<file path="config.mk">
export PLATFORM = sky130hd
export DESIGN_NAME = cw_test_mode_sequencer
export DESIGN_NICKNAME = d
export VERILOG_FILES = /design/src/design/reg_byte_mem.v /design/src/design/cw_test_mode_sequencer.v
export VERILOG_INCLUDE_DIRS = /design/src /design/src/design
export SDC_FILE = /design/constraint.sdc
export NUM_CORES = 1
export LEC_CHECK = 0
export BUFFER_PORTS_ARGS = -buffer_cell sky130_fd_sc_hd__buf_2
export CORE_MARGIN = 1.5
export CORE_UTILIZATION = 45
export CTS_CLUSTER_DIAMETER = 80
export DETAILED_ROUTE_END_ITERATION = 7
export GPL_TIMING_DRIVEN = 1
export PLACE_DENSITY = 0.61
export SLEW_MARGIN = 20
export SYNTH_ARGS = -nofsm -noshare
export SYNTH_HDL_FRONTEND = slang
export SYNTH_SLANG_ARGS = --single-unit
</file>
<file path="constraint.sdc">
create_clock -name mclk -period 3.5 [get_ports mclk]
set_input_delay 0 -clock mclk [delete_from_list [all_inputs] [get_ports mclk]]
set_output_delay 0 -clock mclk [all_outputs]
set_load 0.05 [all_outputs]
</file>
<file path="src/design/cw_defines.vh">
`ifndef CW_DEFINES_VH
`define CW_DEFINES_VH

// Register indices; the byte address is four times the index
`define IDX_TRX_STATUS      6'h01
`define IDX_STATE_COMMAND   6'h02
`define IDX_TX_POWER        6'h05
`define IDX_CHANNEL         6'h08
`define IDX_IRQ_MASK        6'h0e
`define IDX_IRQ_STATUS      6'h0f
`define IDX_TEST_MODE       6'h1c
`define IDX_TEST_CONFIG_A   6'h34
`define IDX_TEST_CONFIG_B   6'h36
`define IDX_TEST_CONFIG_C   6'h3f

// State command values
`define CMD_TX_START        8'h02
`define CMD_RADIO_IDLE      8'h03
`define CMD_PLL_ON          8'h09

// Status codes shown in transceiver_status
`define STS_RADIO_IDLE      8'h08
`define STS_PLL_ON          8'h09
`define STS_BUSY_TX         8'h02
`define STS_IN_TRANSITION   8'h1f

// Test mode control values
`define TM_ARM_FIRST        8'h54
`define TM_ARM_SECOND       8'h42
`define TM_DISABLE          8'h00

// Interrupt bit positions
`define IRQ_PLL_LOCK        0
`define IRQ_CW_START        1
`define IRQ_CW_STOP         2

// tx_gain_offset and power level fields in the power register
`define GAIN_OFFS_LSB       5
`define GAIN_OFFS_MSB       6
`define POWER_LEVEL_MSB     3

// Reset values
`define RST_IRQ_MASK        8'h00
`define RST_TX_POWER        8'h00
`define RST_CHANNEL         8'h00
`define RST_TEST_MODE       8'h00

`endif

</file>
<file path="src/design/reg_byte_mem.v">
`timescale 1ns/1ps
module reg_byte_mem
(
    input  wire       mclk,  // System clock
    input  wire       ce,    // Clock enable
    input  wire       we,    // Write strobe
    input  wire [5:0] addr,  // Word index
    input  wire [7:0] wdata, // Write data
    output reg  [7:0] rdata  // Registered read data
);
    reg [7:0] mem [0:63];

    // No reset on the array; software sees whatever it last wrote
    always @(posedge mclk)
    begin
        if (ce)
        begin
            if (we)
                mem[addr] <= wdata;
            rdata <= mem[addr];
        end
    end
endmodule // reg_byte_mem

</file>
<file path="src/design/cw_test_mode_sequencer.v">
// Notes on behaviour
// - command 0x03 gives idle, status reads 0x08
// - command 0x09 locks PLL, flags lock event
// - command 0x02 after lock, with test mode armed by 0x54 then 0x42, starts continuous transmission
// - writing 0x00 to test mode stops transmission
//
// The implementer's own choice: register access over Wishbone.
`timescale 1ns/1ps
`include "cw_defines.vh"
module cw_test_mode_sequencer
(
    input  wire        mclk,           // 200 MHz clock
    input  wire        rstn,           // Async reset, active low
    input  wire        ce,             // Clock enable
    input  wire [9:0]  wb_adr_i,       // Byte address
    input  wire [31:0] wb_dat_i,       // Write data
    input  wire [3:0]  wb_sel_i,       // Byte enables
    input  wire        wb_we_i,        // Write enable
    input  wire        wb_cyc_i,       // Cycle
    input  wire        wb_stb_i,       // Strobe
    output reg  [31:0] wb_dat_o,       // Read data
    output reg         wb_ack_o,       // Acknowledge
    input  wire        pll_lock,       // PLL lock indication, asynchronous
    output reg         pll_enable,     // Request the PLL to run
    output reg         cw_active,      // Continuous carrier on air
    output reg  [1:0]  tx_gain_offset, // Gain offset field
    output reg  [3:0]  tx_power_level, // Output power level
    output reg  [7:0]  channel,        // Channel number
    output reg         irq             // Level interrupt
);
    localparam [3:0] ST_IDLE     = 4'h1;
    localparam [3:0] ST_PLL_WAIT = 4'h2;
    localparam [3:0] ST_PLL_ON   = 4'h4;
    localparam [3:0] ST_BUSY_TX  = 4'h8;

    reg  [3:0] state;
    reg  [3:0] next_state;
    reg        pend;
    reg  [5:0] idx;
    reg        lock_meta;
    reg        lock_sync;
    reg  [7:0] irq_mask;
    reg  [7:0] irq_status;
    reg  [7:0] next_irq_status;
    reg  [7:0] tx_power;
    reg  [7:0] test_mode;
    reg        arm_first;
    reg        armed;
    reg  [7:0] irq_set;
    reg  [7:0] rd_sel;
    wire [7:0] mem_rdata;
    wire       req;
    wire       wr;
    wire       hi_ok;
    wire [7:0] wbyte;

    function [7:0] status_code;
        input [3:0] st;
        begin
            case (st)
                ST_IDLE:     status_code = `STS_RADIO_IDLE;
                ST_PLL_ON:   status_code = `STS_PLL_ON;
                ST_BUSY_TX:  status_code = `STS_BUSY_TX;
                default:     status_code = `STS_IN_TRANSITION;
            endcase
        end
    endfunction

    function is_reg;
        input [5:0] a;
        input [5:0] target;
        begin
            is_reg = (a == target);
        end
    endfunction

    // New request only when idle, so a held request is taken once
    assign req   = wb_cyc_i & wb_stb_i & ~pend & ~wb_ack_o;
    assign hi_ok = (wb_adr_i[9:8] == 2'b00);
    // Write lands on the edge that raises ack
    assign wr    = pend & wb_we_i & wb_sel_i[0] & hi_ok;
    assign wbyte = wb_dat_i[7:0];

    reg_byte_mem u_mem
    (
        .mclk  (mclk),
        .ce    (ce),
        .we    (wr),
        .addr  (wb_adr_i[7:2]),
        .wdata (wbyte),
        .rdata (mem_rdata)
    );

    // Lock comes from the analog side; two stages before any use
    always @(posedge mclk or negedge rstn)
    begin
        if (!rstn)
        begin
            lock_meta <= 1'b0;
            lock_sync <= 1'b0;
        end
        else if (ce)
        begin
            lock_meta <= pll_lock;
            lock_sync <= lock_meta;
        end
    end

    always @(posedge mclk or negedge rstn)
    begin
        if (!rstn)
        begin
            pend     <= 1'b0;
            wb_ack_o <= 1'b0;
            idx      <= 6'h00;
        end
        else if (ce)
        begin
            pend     <= req;
            wb_ack_o <= pend;
            if (req)
                idx <= wb_adr_i[7:2];
        end
    end

    always @*
    begin
        case (idx)
            `IDX_TRX_STATUS:  rd_sel = status_code(state);
            `IDX_IRQ_MASK:    rd_sel = irq_mask;
            `IDX_IRQ_STATUS:  rd_sel = irq_status;
            `IDX_TX_POWER:    rd_sel = tx_power;
            `IDX_CHANNEL:     rd_sel = channel;
            `IDX_TEST_MODE:   rd_sel = test_mode;
            default:          rd_sel = mem_rdata;
        endcase
    end

    always @(posedge mclk or negedge rstn)
    begin
        if (!rstn)
            wb_dat_o <= 32'h0000_0000;
        else if (ce)
        begin
            if (pend)
                wb_dat_o <= {24'h00_0000, (hi_ok ? rd_sel : 8'h00)};
            else
                wb_dat_o <= 32'h0000_0000;
        end
    end

    // Radio state machine
    always @*
    begin
        next_state = state;
        irq_set    = 8'h00;
        case (state)
            ST_IDLE:
            begin
                if (wr && is_reg(wb_adr_i[7:2], `IDX_STATE_COMMAND)
                    && wbyte == `CMD_PLL_ON)
                    next_state = ST_PLL_WAIT;
            end
            ST_PLL_WAIT:
            begin
                if (wr && is_reg(wb_adr_i[7:2], `IDX_STATE_COMMAND)
                    && wbyte == `CMD_RADIO_IDLE)
                    next_state = ST_IDLE;
                else if (lock_sync)
                begin
                    next_state              = ST_PLL_ON;
                    irq_set[`IRQ_PLL_LOCK]  = 1'b1;
                end
            end
            ST_PLL_ON:
            begin
                if (wr && is_reg(wb_adr_i[7:2], `IDX_STATE_COMMAND)
                    && wbyte == `CMD_RADIO_IDLE)
                    next_state = ST_IDLE;
                else if (!lock_sync)
                    next_state = ST_PLL_WAIT;
                else if (wr && is_reg(wb_adr_i[7:2], `IDX_STATE_COMMAND)
                         && wbyte == `CMD_TX_START && armed)
                begin
                    next_state             = ST_BUSY_TX;
                    irq_set[`IRQ_CW_START] = 1'b1;
                end
            end
            ST_BUSY_TX:
            begin
                // Carrier runs until the test mode is switched off or the radio-idle command 0x03 is written
                if (wr && is_reg(wb_adr_i[7:2], `IDX_TEST_MODE)
                    && wbyte == `TM_DISABLE)
                begin
                    next_state            = ST_PLL_ON;
                    irq_set[`IRQ_CW_STOP] = 1'b1;
                end
                else if (wr && is_reg(wb_adr_i[7:2], `IDX_STATE_COMMAND)
                         && wbyte == `CMD_RADIO_IDLE)
                begin
                    next_state            = ST_IDLE;
                    irq_set[`IRQ_CW_STOP] = 1'b1;
                end
            end
            default:
                next_state = ST_IDLE;
        endcase
    end

    always @*
    begin
        next_irq_status = irq_status;
        if (wr && is_reg(wb_adr_i[7:2], `IDX_IRQ_STATUS))
            next_irq_status = irq_status & ~wbyte;
        // Set after clear so an event in the clearing cycle survives
        next_irq_status = next_irq_status | irq_set;
    end

    always @(posedge mclk or negedge rstn)
    begin
        if (!rstn)
        begin
            state      <= ST_IDLE;
            irq_status <= 8'h00;
            irq_mask   <= `RST_IRQ_MASK;
            tx_power   <= `RST_TX_POWER;
            channel    <= `RST_CHANNEL;
            test_mode  <= `RST_TEST_MODE;
            arm_first  <= 1'b0;
            armed      <= 1'b0;
        end
        else if (ce)
        begin
            state      <= next_state;
            irq_status <= next_irq_status;
            if (wr && is_reg(wb_adr_i[7:2], `IDX_IRQ_MASK))
                irq_mask <= wbyte;
            if (wr && is_reg(wb_adr_i[7:2], `IDX_CHANNEL))
                channel <= wbyte;
            // Power is locked while the carrier is on air
            if (wr && is_reg(wb_adr_i[7:2], `IDX_TX_POWER) && state != ST_BUSY_TX)
                tx_power <= wbyte;
            if (wr && is_reg(wb_adr_i[7:2], `IDX_TEST_MODE))
            begin
                test_mode <= wbyte;
                // The two-step write arms the carrier; 0x42 again keeps it armed, any other value disarms
                arm_first <= (wbyte == `TM_ARM_FIRST);
                armed     <= (wbyte == `TM_ARM_SECOND) && (arm_first || armed);
            end
        end
    end

    // Outputs all from flops
    always @(posedge mclk or negedge rstn)
    begin
        if (!rstn)
        begin
            pll_enable     <= 1'b0;
            cw_active      <= 1'b0;
            tx_gain_offset <= 2'b00;
            tx_power_level <= 4'h0;
            irq            <= 1'b0;
        end
        else if (ce)
        begin
            pll_enable     <= (next_state != ST_IDLE);
            cw_active      <= (next_state == ST_BUSY_TX);
            tx_gain_offset <= tx_power[`GAIN_OFFS_MSB:`GAIN_OFFS_LSB];
            tx_power_level <= tx_power[`POWER_LEVEL_MSB:0];
            irq            <= |(next_irq_status & irq_mask);
        end
    end
endmodule // cw_test_mode_sequencer

</file>
==> impl_metrics.yaml, run 1 <==
outcome:
  status: "finished, final reports clean"
critical_path:
  r2r-end: "u_mem.mem[8][0]"
  crit_start: "ce"
  rrSetupSlack_ns: 0.77
  end_kind: "register"
  rr_startpoint: "pend"
  worstPathRequired_ns: 4.06
  crit_path_end: "idx[3]"
  crit_type: "in -> reg"
  crit_path_start_kind: "input pin"
  crit_fanout: 32
  arrival_ns: 3.29
  reg2reg_depth: 4
cts:
  cts_sinks: 593
  cts_buffer_depth: 3
  cts.htree.levels: 2
  cts_buffers: 60
  cts-root-buf: "clkbuf_16"
  cts_tree: "done"
  postCtsSetupBuffers: 0
  clk_latency_ns: 0.63
  hold_buffers: 21
  cts_resized: 0
  cts.clk_slew.worst_paths_ns: 0.06
place:
  post_dp_cell_area_sq_mm: 0.0253
  port_buffers: 49
  gp_congestion: 0.848
  hpwl_mm: 35.4
power_and_ir_drop:
  leakagePower_nw: 9.26
  powerDensity_mw_per_mm2: 557
  vdd_ir_drop_max_uv: 436
grt:
  grt_pass1_vias: 12700
  grt_max_degree: 75
  grt_overflow: 0
  antenna_found_initial: 4
  grt_pass1_wl_mm: 82.9
  grt_usage: 0.211
yosys:
  syn_inst: 1267
  ys_ff_latch: 593
  synth_flop_cell: "edfxtp_1"
  synth_top_area_cell: "edfxtp_1"
  yosysSeqAreaShare: 0.731
  synth_edf_count: 520
  synth_top_cell_area_share: 0.654
  syn_area_sq_mm: 0.0239
  async_flop_share: 0.123
  synthDistinctLibCells: 68
  synth.avg_cell_area_sq_um: 18.8
  synth_area_leaders: "edfxtp_1, mux4_2, dfrtp_1, mux2_2, a22oi_1"
  yosys_warnings: 0
timing:
  setup_violations: 0
  relSlewSlack: 0.337
  tightest_slew_ns: 0.993
  min_period_over_period: 0.781
  skew_ns: 0.0152
  drv_slew: 0
  max_freq_mhz: 366
  fin_crit_ns: 2.73
  final-hold-violation-count: 0
  setup_tns_ns: 0
  rsz0062_at_grt: "no"
cells_and_area:
  syn2layout_area_growth_pct: 15.0
  finalInstanceArea_sq_mm: 0.0275
  drive_gt1_frac: 0.290
  final_common_cell: "edfxtp_1"
  num-nets-final: 1469
  n_antenna_cell: 0
  final_cell_mix: "edfxtp_1, mux4_2, buf_4"
floorplan:
  die_y_um: 233
  pin_count: 103
  fp-row-count: 84
  start_util: 0.455
  core_sq_mm: 0.0524
  dieWidth_um: 233
  design.die.area_sq_mm: 0.0544
routing:
  drt-total-wl_mm: 56.2
  drc: 0
  wire_per_inst_um: 26.1
  drtIter0Drc: 1392
  routed_via_density: 5.82
  postRouteAntennaNets: 0
  first_pass_iters: 7
  num_vias: 12500
worst_hold_path:
  min_path_type: "in -> reg"
  holdPathStages: 6
run:
  maxCapViolations: 0
==> worst max-delay path, stage by stage <==
cell and delay (ns):
dlygate4sd3_1 0.54, buf_2 0.14, buf_4 0.40, inv_1 0.38, nor4_2 0.32, buf_4 0.22, nand2_1 0.07, dlygate4sd3_1 0.56
o21ai_0 0.08, dlygate4sd3_1 0.58
==> kinds of logic (layout without fill, tap and decap cells) <==
kind of cell,Yosys count,after routing,share of synthesized area
flops,593,593,0.731
simple gates,205,205,0.0462
mux,182,182,0.146
compound gates,170,170,0.0497
buf+inv,112,288,0.0258
xor+xnor,4,4,0.00147
other cells,1,24,0.000157
==> area by class of cell <==
class / count / area [sq um]
sequential: 593 / 17400
timing repair buffer: 166 / 1220
clock inverter: 42 / 454
clock buffer: 70 / 1540
multi-input combinational: 585 / 5900
fill: 4114 / 25000
tap: 688 / 861
inverter: 10 / 37.5
==> Yosys cell counts (all sizes together), types with 5 or more instances <==
master   count
or4         10
nand4        7
a21oi       40
nand3       11
buf         55
mux4       128
nor4b        5
a21boi       5
edfxtp     520
mux2        45
and2         6
dfrtp       72
nor2        76
o21ai       17
nand2       29
o2bb2ai     12
nand3b       6
nor3        18
nor4         6
or2          5
clkbuf      47
a22oi       64
mux2i        9
nand2b       5
inv         10
==> worst min-delay path by stage <==
stage,start,endpoint
6_report,wb_adr_i[9],irq_status[2]
5_1_grt,wb_adr_i[9],irq_status[2]
4_1_cts,wb_adr_i[9],irq_status[2]
3_5_place_dp,rstn,state[1]
3_3_place_gp,rstn,state[1]
2_1_floorplan,rstn,arm_first
==> metrics by stage <==
stage | hold WS (ns) | total power [mW] | utilization | worst slack [ns] | std cells
after floorplan | -0.296 | 8.62 | - | 1.51 | 1290
after global placement | 0.201 | 8.94 | 0.482 | 0.785 | 2021
after detailed placement | 0.205 | 8.96 | 0.482 | 0.750 | 2021
after CTS | 0.00905 | 15.4 | 0.524 | 0.844 | 2154
after global routing | 0.0515 | 15.7 | 0.524 | 0.632 | 2154
final | 0.0471 | 15.3 | 0.524 | 0.766 | 2154
==> metal layers <==
layer	vias to the layer above	part of all wire	wire, um	track usage
met5	-	0.00068	38	0
met4	6	0.028	1560	0.0744
met3	90	0.065	3630	0.0328
met2	462	0.47	26600	0.332
met1	6559	0.43	24300	0.301
li1	5425	-	-	-
==> flip-flops by register name, summed over array words and instances (netlist names), 6 cells and up <==
register and cells:
channel 8, idx 6, irq_mask 8, irq_status 8, test_mode 8, tx_power 8
u_mem.mem 512, u_mem.rdata 8, wb_dat_o 8
==> power breakdown <==
part / switching [mW] / internal (mW) / leakage (nW) / total, mW
clock network: 2.66 / 3.80 / 0.965 / 6.46
logic: 0.613 / 0.350 / 2.62 / 0.963
registers: 0.110 / 7.76 / 5.67 / 7.87
total: 3.38 / 11.9 / 9.26 / 15.3
Power figures use the tool's default switching activity.
==> inputs of run 2 (changes only) <==
Clock period 3.5 ns to 2.7 ns, I/O delays scaled along.
==> run 2 against run 1 <==
  * Critical path depth grew 1
  * Critical path type unchanged
  * Count of clock-buffer cells in the layout shrank 3
  * Power grew 27%
  * Sequential share of layout area shrank 0.33 points
  * Global-route usage grew 0.061 points
  * Register-to-register slack lost 0.51 ns
  * Clock skew grew 0.015 ns
  * Die area is the same
  * Routed wire length grew 0.87%
==> impl_metrics.yaml, run 2 (synthesis gave the netlist of run 1 again) <==
cells_and_area:
  num-nets-final: 1496
  fillers: 4216
  final_cell_mix: "edfxtp_1, mux4_2, buf_4"
  largest_reg_flops: 512
  largest_register: "u_mem.mem"
  drive_gt1_frac: 0.302
  n_antenna_cell: 0
  syn2layout_area_growth_pct: 15.6
  multi_input_area_sq_mm: 0.00590
  final_common_cell: "edfxtp_1"
  ff_latch_area_sq_mm: 0.0174
cts:
  postCtsSetupBuffers: 0
  clk_latency_ns: 0.62
  cts_buffers: 58
  cts.htree.levels: 2
  cts_sinks: 593
  cts_tree: "done"
  cts-root-buf: "clkbuf_16"
  cts_buffer_depth: 3
  cts.clk_slew.worst_paths_ns: 0.06
timing:
  min_period_over_period: 0.916
  tightest_slew_ns: 1.02
  setup_violations: 0
  rsz0062_at_grt: "no"
  skew_ns: 0.0307
  max_freq_mhz: 404
  drv_slew: 0
  final-hold-violation-count: 0
  setup_tns_ns: 0
  fin_crit_ns: 2.47
  relSlewSlack: 0.319
  hold_ws_ns: 0.0554
grt:
  grt_pass1_wl_mm: 83.7
  grt-busiest-layer: "met2"
  grt_overflow: 0
  antenna_found_initial: 0
  grt_max_degree: 74
  grt_pass1_vias: 12800
  use_met1: 0.304
  use_met2: 0.339
  grt_usage: 0.212
  use_met3: 0.0283
critical_path:
  end_kind: "register"
  arrival_ns: 3.03
  crit_type: "in -> reg"
  worstPathRequired_ns: 3.25
  crit_path_start_kind: "input pin"
  crit_start: "ce"
  rr_startpoint: "pend"
  crit_fanout: 32
floorplan:
  core_sq_mm: 0.0524
  die_y_um: 233
  start_util: 0.455
  pin_count: 103
  design.die.area_sq_mm: 0.0544
  dieWidth_um: 233
  fp-row-count: 84
power_and_ir_drop:
  leakagePower_nw: 9.37
  vdd_ir_drop_max_uv: 490
  powerDensity_mw_per_mm2: 704
  power_mw: 19.4
outcome:
  status: "finished, final reports clean"
place:
  hpwl_mm: 36.4
  gp_congestion: 0.858
  port_buffers: 49
routing:
  first_pass_iters: 5
  drt-total-wl_mm: 56.7
  drc: 0
  num_vias: 12700
  routed_via_density: 5.82
  postRouteAntennaNets: 0
  wire_per_inst_um: 26.0
  drtIter0Drc: 1282
worst_hold_path:
  min_path_type: "in -> async"
run:
  maxCapViolations: 0
## run 2: power breakdown
part	internal [mW]	switching (mW)	total, mW
clock	4.54	3.38	7.92
combinational	0.492	0.837	1.33
sequential	10.1	0.116	10.2
## run 2: area by class of cell
cell class,count,share of cell area
clock buffers,67,0.0546
inverters,10,0.00136
well taps,688,0.0312
multi-input cells,585,0.214
repair buffers,195,0.0544
clock inverters,38,0.0126
flip-flops and latches,593,0.632
## run 2: worst paths after layout
kind / cells past startpoint / endpoint / slack, ns
worst max register to register: 7 / idx[3] / 0.26
worst min-delay path: 2 / state[1] / 0.06
max in group asynchronous: 2 / irq_mask[7] / 2.02
worst max-delay path: 11 / idx[3] / 0.23
worst min register to register: 1 / wb_dat_o[6] / 0.48
min in group mclk: 4 / wb_dat_o[5] / 0.07
## run 2: metrics by stage
step	worst slack [ns]	area [sq um]	utilization	cells
global placement	0.275	25500	0.487	2050
detailed placement	0.240	25500	0.487	2050
CTS	0.195	27600	0.526	2176
floorplan	0.707	24000	-	1290
finish	0.227	27600	0.526	2176
global route	0.0806	27600	0.526	2176
## run 2: timing repair
item                                    CTS  global route
endpoints found under the setup margin    0             1
hold buffers                             21             0
hold endpoints to repair                230             0
gates resized for setup                   0             1
## run 2: critical path: stages
cell	delay (ns)
dlygate4sd3_1	0.53
buf_2	0.13
buf_6	0.30
inv_1	0.07
buf_4	0.20
nor4_2	0.25
buf_4	0.22
nand2_1	0.07
dlygate4sd3_1	0.58
o21ai_0	0.08
dlygate4sd3_1	0.57
## run 2: layer usage
metal  vias up  share of wire
li1       5474              -
met1      6632           0.44
met2       466           0.48
met3        90          0.056
met4         0          0.025
met5         -              0
==> inputs of run 3 (changes only) <==
Settings changed: CORE_MARGIN 1.5 to 3.
==> run 3 against run 2 <==
  * Power down 0.97%
  * Die area increased by 2.6%
  * Utilization grew 0.49 points
  * Final cell count down 0.14%
  * Critical path type unchanged
  * Critical endpoint is now irq
  * Largest cell class unchanged
  * Largest power group unchanged
  * Highest routed layer is now met5
==> impl_metrics.yaml, run 3 (synthesis gave the netlist of run 1 again) <==
power_and_ir_drop:
  leakagePower_nw: 9.34
  vdd_ir_drop_max_uv: 492
  powerDensity_mw_per_mm2: 697
critical_path:
  crit_path_start_kind: "input pin"
  crit_start: "wb_dat_i[3]"
  r2r-end: "irq"
  crit_top_cell: "dlygate4sd3_1"
  cp_cell_sequence: "dlygate4sd3_1, buf_2, buf_4, nor4bb_1, nand4_1, dlygate4sd3_1, nor3_2, nand2_1, a41oi_1"
  rr_startpoint: "armed"
  reg2reg_depth: 6
  end_kind: "register"
  slowest_delay_ns: 0.80
  slowest_stage: "nor4bb_1"
  rrSetupSlack_ns: 0.23
  crit_fanout: 13
  arrival_ns: 3.07
  crit_type: "in -> reg"
  worstPathRequired_ns: 3.24
routing:
  num_vias: 12700
  routed.top_layer: "met5"
  first_pass_iters: 6
  met1_length_mm: 24.9
  dr_wl_met2_mm: 26.4
  drtIter0Drc: 1451
  drc: 0
  drt-total-wl_mm: 56.2
  wire_per_inst_um: 25.8
  wl_met3_mm: 3.81
  postRouteAntennaNets: 0
  routed_via_density: 5.84
timing:
  tightest_slew_ns: 1.08
  final-hold-violation-count: 0
  setup_violations: 0
  setup_tns_ns: 0
  drv_slew: 0
  rsz0062_at_grt: "no"
  hold_ws_ns: 0.0668
  fin_crit_ns: 2.53
  relSlewSlack: 0.277
  min_period_over_period: 0.936
  setup_ws_ns: 0.172
  skew_ns: 0.0277
  max_freq_mhz: 396
floorplan:
  dieWidth_um: 236
  core_sq_mm: 0.0519
  die_y_um: 236
  design.die.area_sq_mm: 0.0558
  pin_count: 103
  start_util: 0.460
  fp-row-count: 83
cts:
  cts.clk_slew.worst_paths_ns: 0.06
  cts_buffers: 59
  cts-root-buf: "clkbuf_16"
  cts_buffer_depth: 3
  hold_buffers: 25
  cts_sinks: 593
  clk_latency_ns: 0.62
  cts_resized: 0
  cts.htree.levels: 2
  cts_tree: "done"
  postCtsSetupBuffers: 0
grt:
  grt_pass1_vias: 12800
  grt_overflow: 0
  grt_max_degree: 74
  antenna_found_initial: 2
  grt_usage: 0.201
  grt_pass1_wl_mm: 84.0
place:
  place_ws_ns: 0.177
  gp_congestion: 0.879
  dp.cells: 2042
  hpwl_mm: 36.0
  port_buffers: 49
cells_and_area:
  final_common_cell: "edfxtp_1"
  fin_util: 0.531
  fillers: 4130
  largest_register: "u_mem.mem"
  syn2layout_area_growth_pct: 15.6
  n_antenna_cell: 0
  num-nets-final: 1501
  drive_gt1_frac: 0.296
  final_cell_count_no_fill: 2173
  final_cell_mix: "edfxtp_1, mux4_2, buf_4"
  largest_reg_flops: 512
worst_hold_path:
  min_path_type: "in -> async"
run:
  maxCapViolations: 0
outcome:
  status: "finished, final reports clean"
-- run 3: cell count changes in the layout (fill, tap and decap cells not counted), sizes merged --
cell         previous run  this run
clkbuf                 68        86
clkinv                 31        15
dlygate4sd3            21        25
bufinv                  6         3
inv                    10        12
-- run 3: report_power, final --
part	internal [mW]	switching, mW	total, mW
Combinational	0.507	0.832	1.34
Sequential	10.1	0.116	10.2
Clock	4.39	3.33	7.72
Total	15.0	4.27	19.2
-- run 3: worst max-delay path by stage --
stage	to	slack, ns	cells after the start
finish	irq	0.17	9
global route	u_mem.mem[35][6]	0.12	5
CTS	irq	0.23	9
detailed placement	u_mem.rdata[4]	0.18	6
global placement	u_mem.rdata[4]	0.18	6
floorplan	u_mem.rdata[5]	0.71	7
-- run 3: cell type report --
class	count	area (sq um)	share of cell area
clock buffer	85	1610	0.0582
clock inverter	21	193	0.00699
inverter	10	37.5	0.00136
multi-input combinational	585	5900	0.214
sequential	593	17400	0.632
tap	680	851	0.0308
timing repair buffer	199	1550	0.0562
-- run 3: metrics by stage --
stage	total power, mW	area (sq um)
6_report	19.2	27600
5_1_grt	19.9	27600
4_1_cts	19.4	27600
3_5_place_dp	11.7	25500
3_3_place_gp	11.6	25500
2_1_floorplan	11.2	24000
-- run 3: per-layer routing --
| metal | GRT usage | vias up |
|---|---|---|
| li1 | - | 5490 |
| met1 | 0.301 | 6684 |
| met2 | 0.309 | 443 |
| met3 | 0.0371 | 82 |
| met4 | 0.0453 | 2 |
| met5 | 0 | - |
-- run 3: worst max-delay path: cells and delay by family --
family                 cells  cell delay [ns]
buffers and inverters      4             1.63
and+or+nand+nor            4             1.22
AOI/OAI and AO/OA          1             0.20
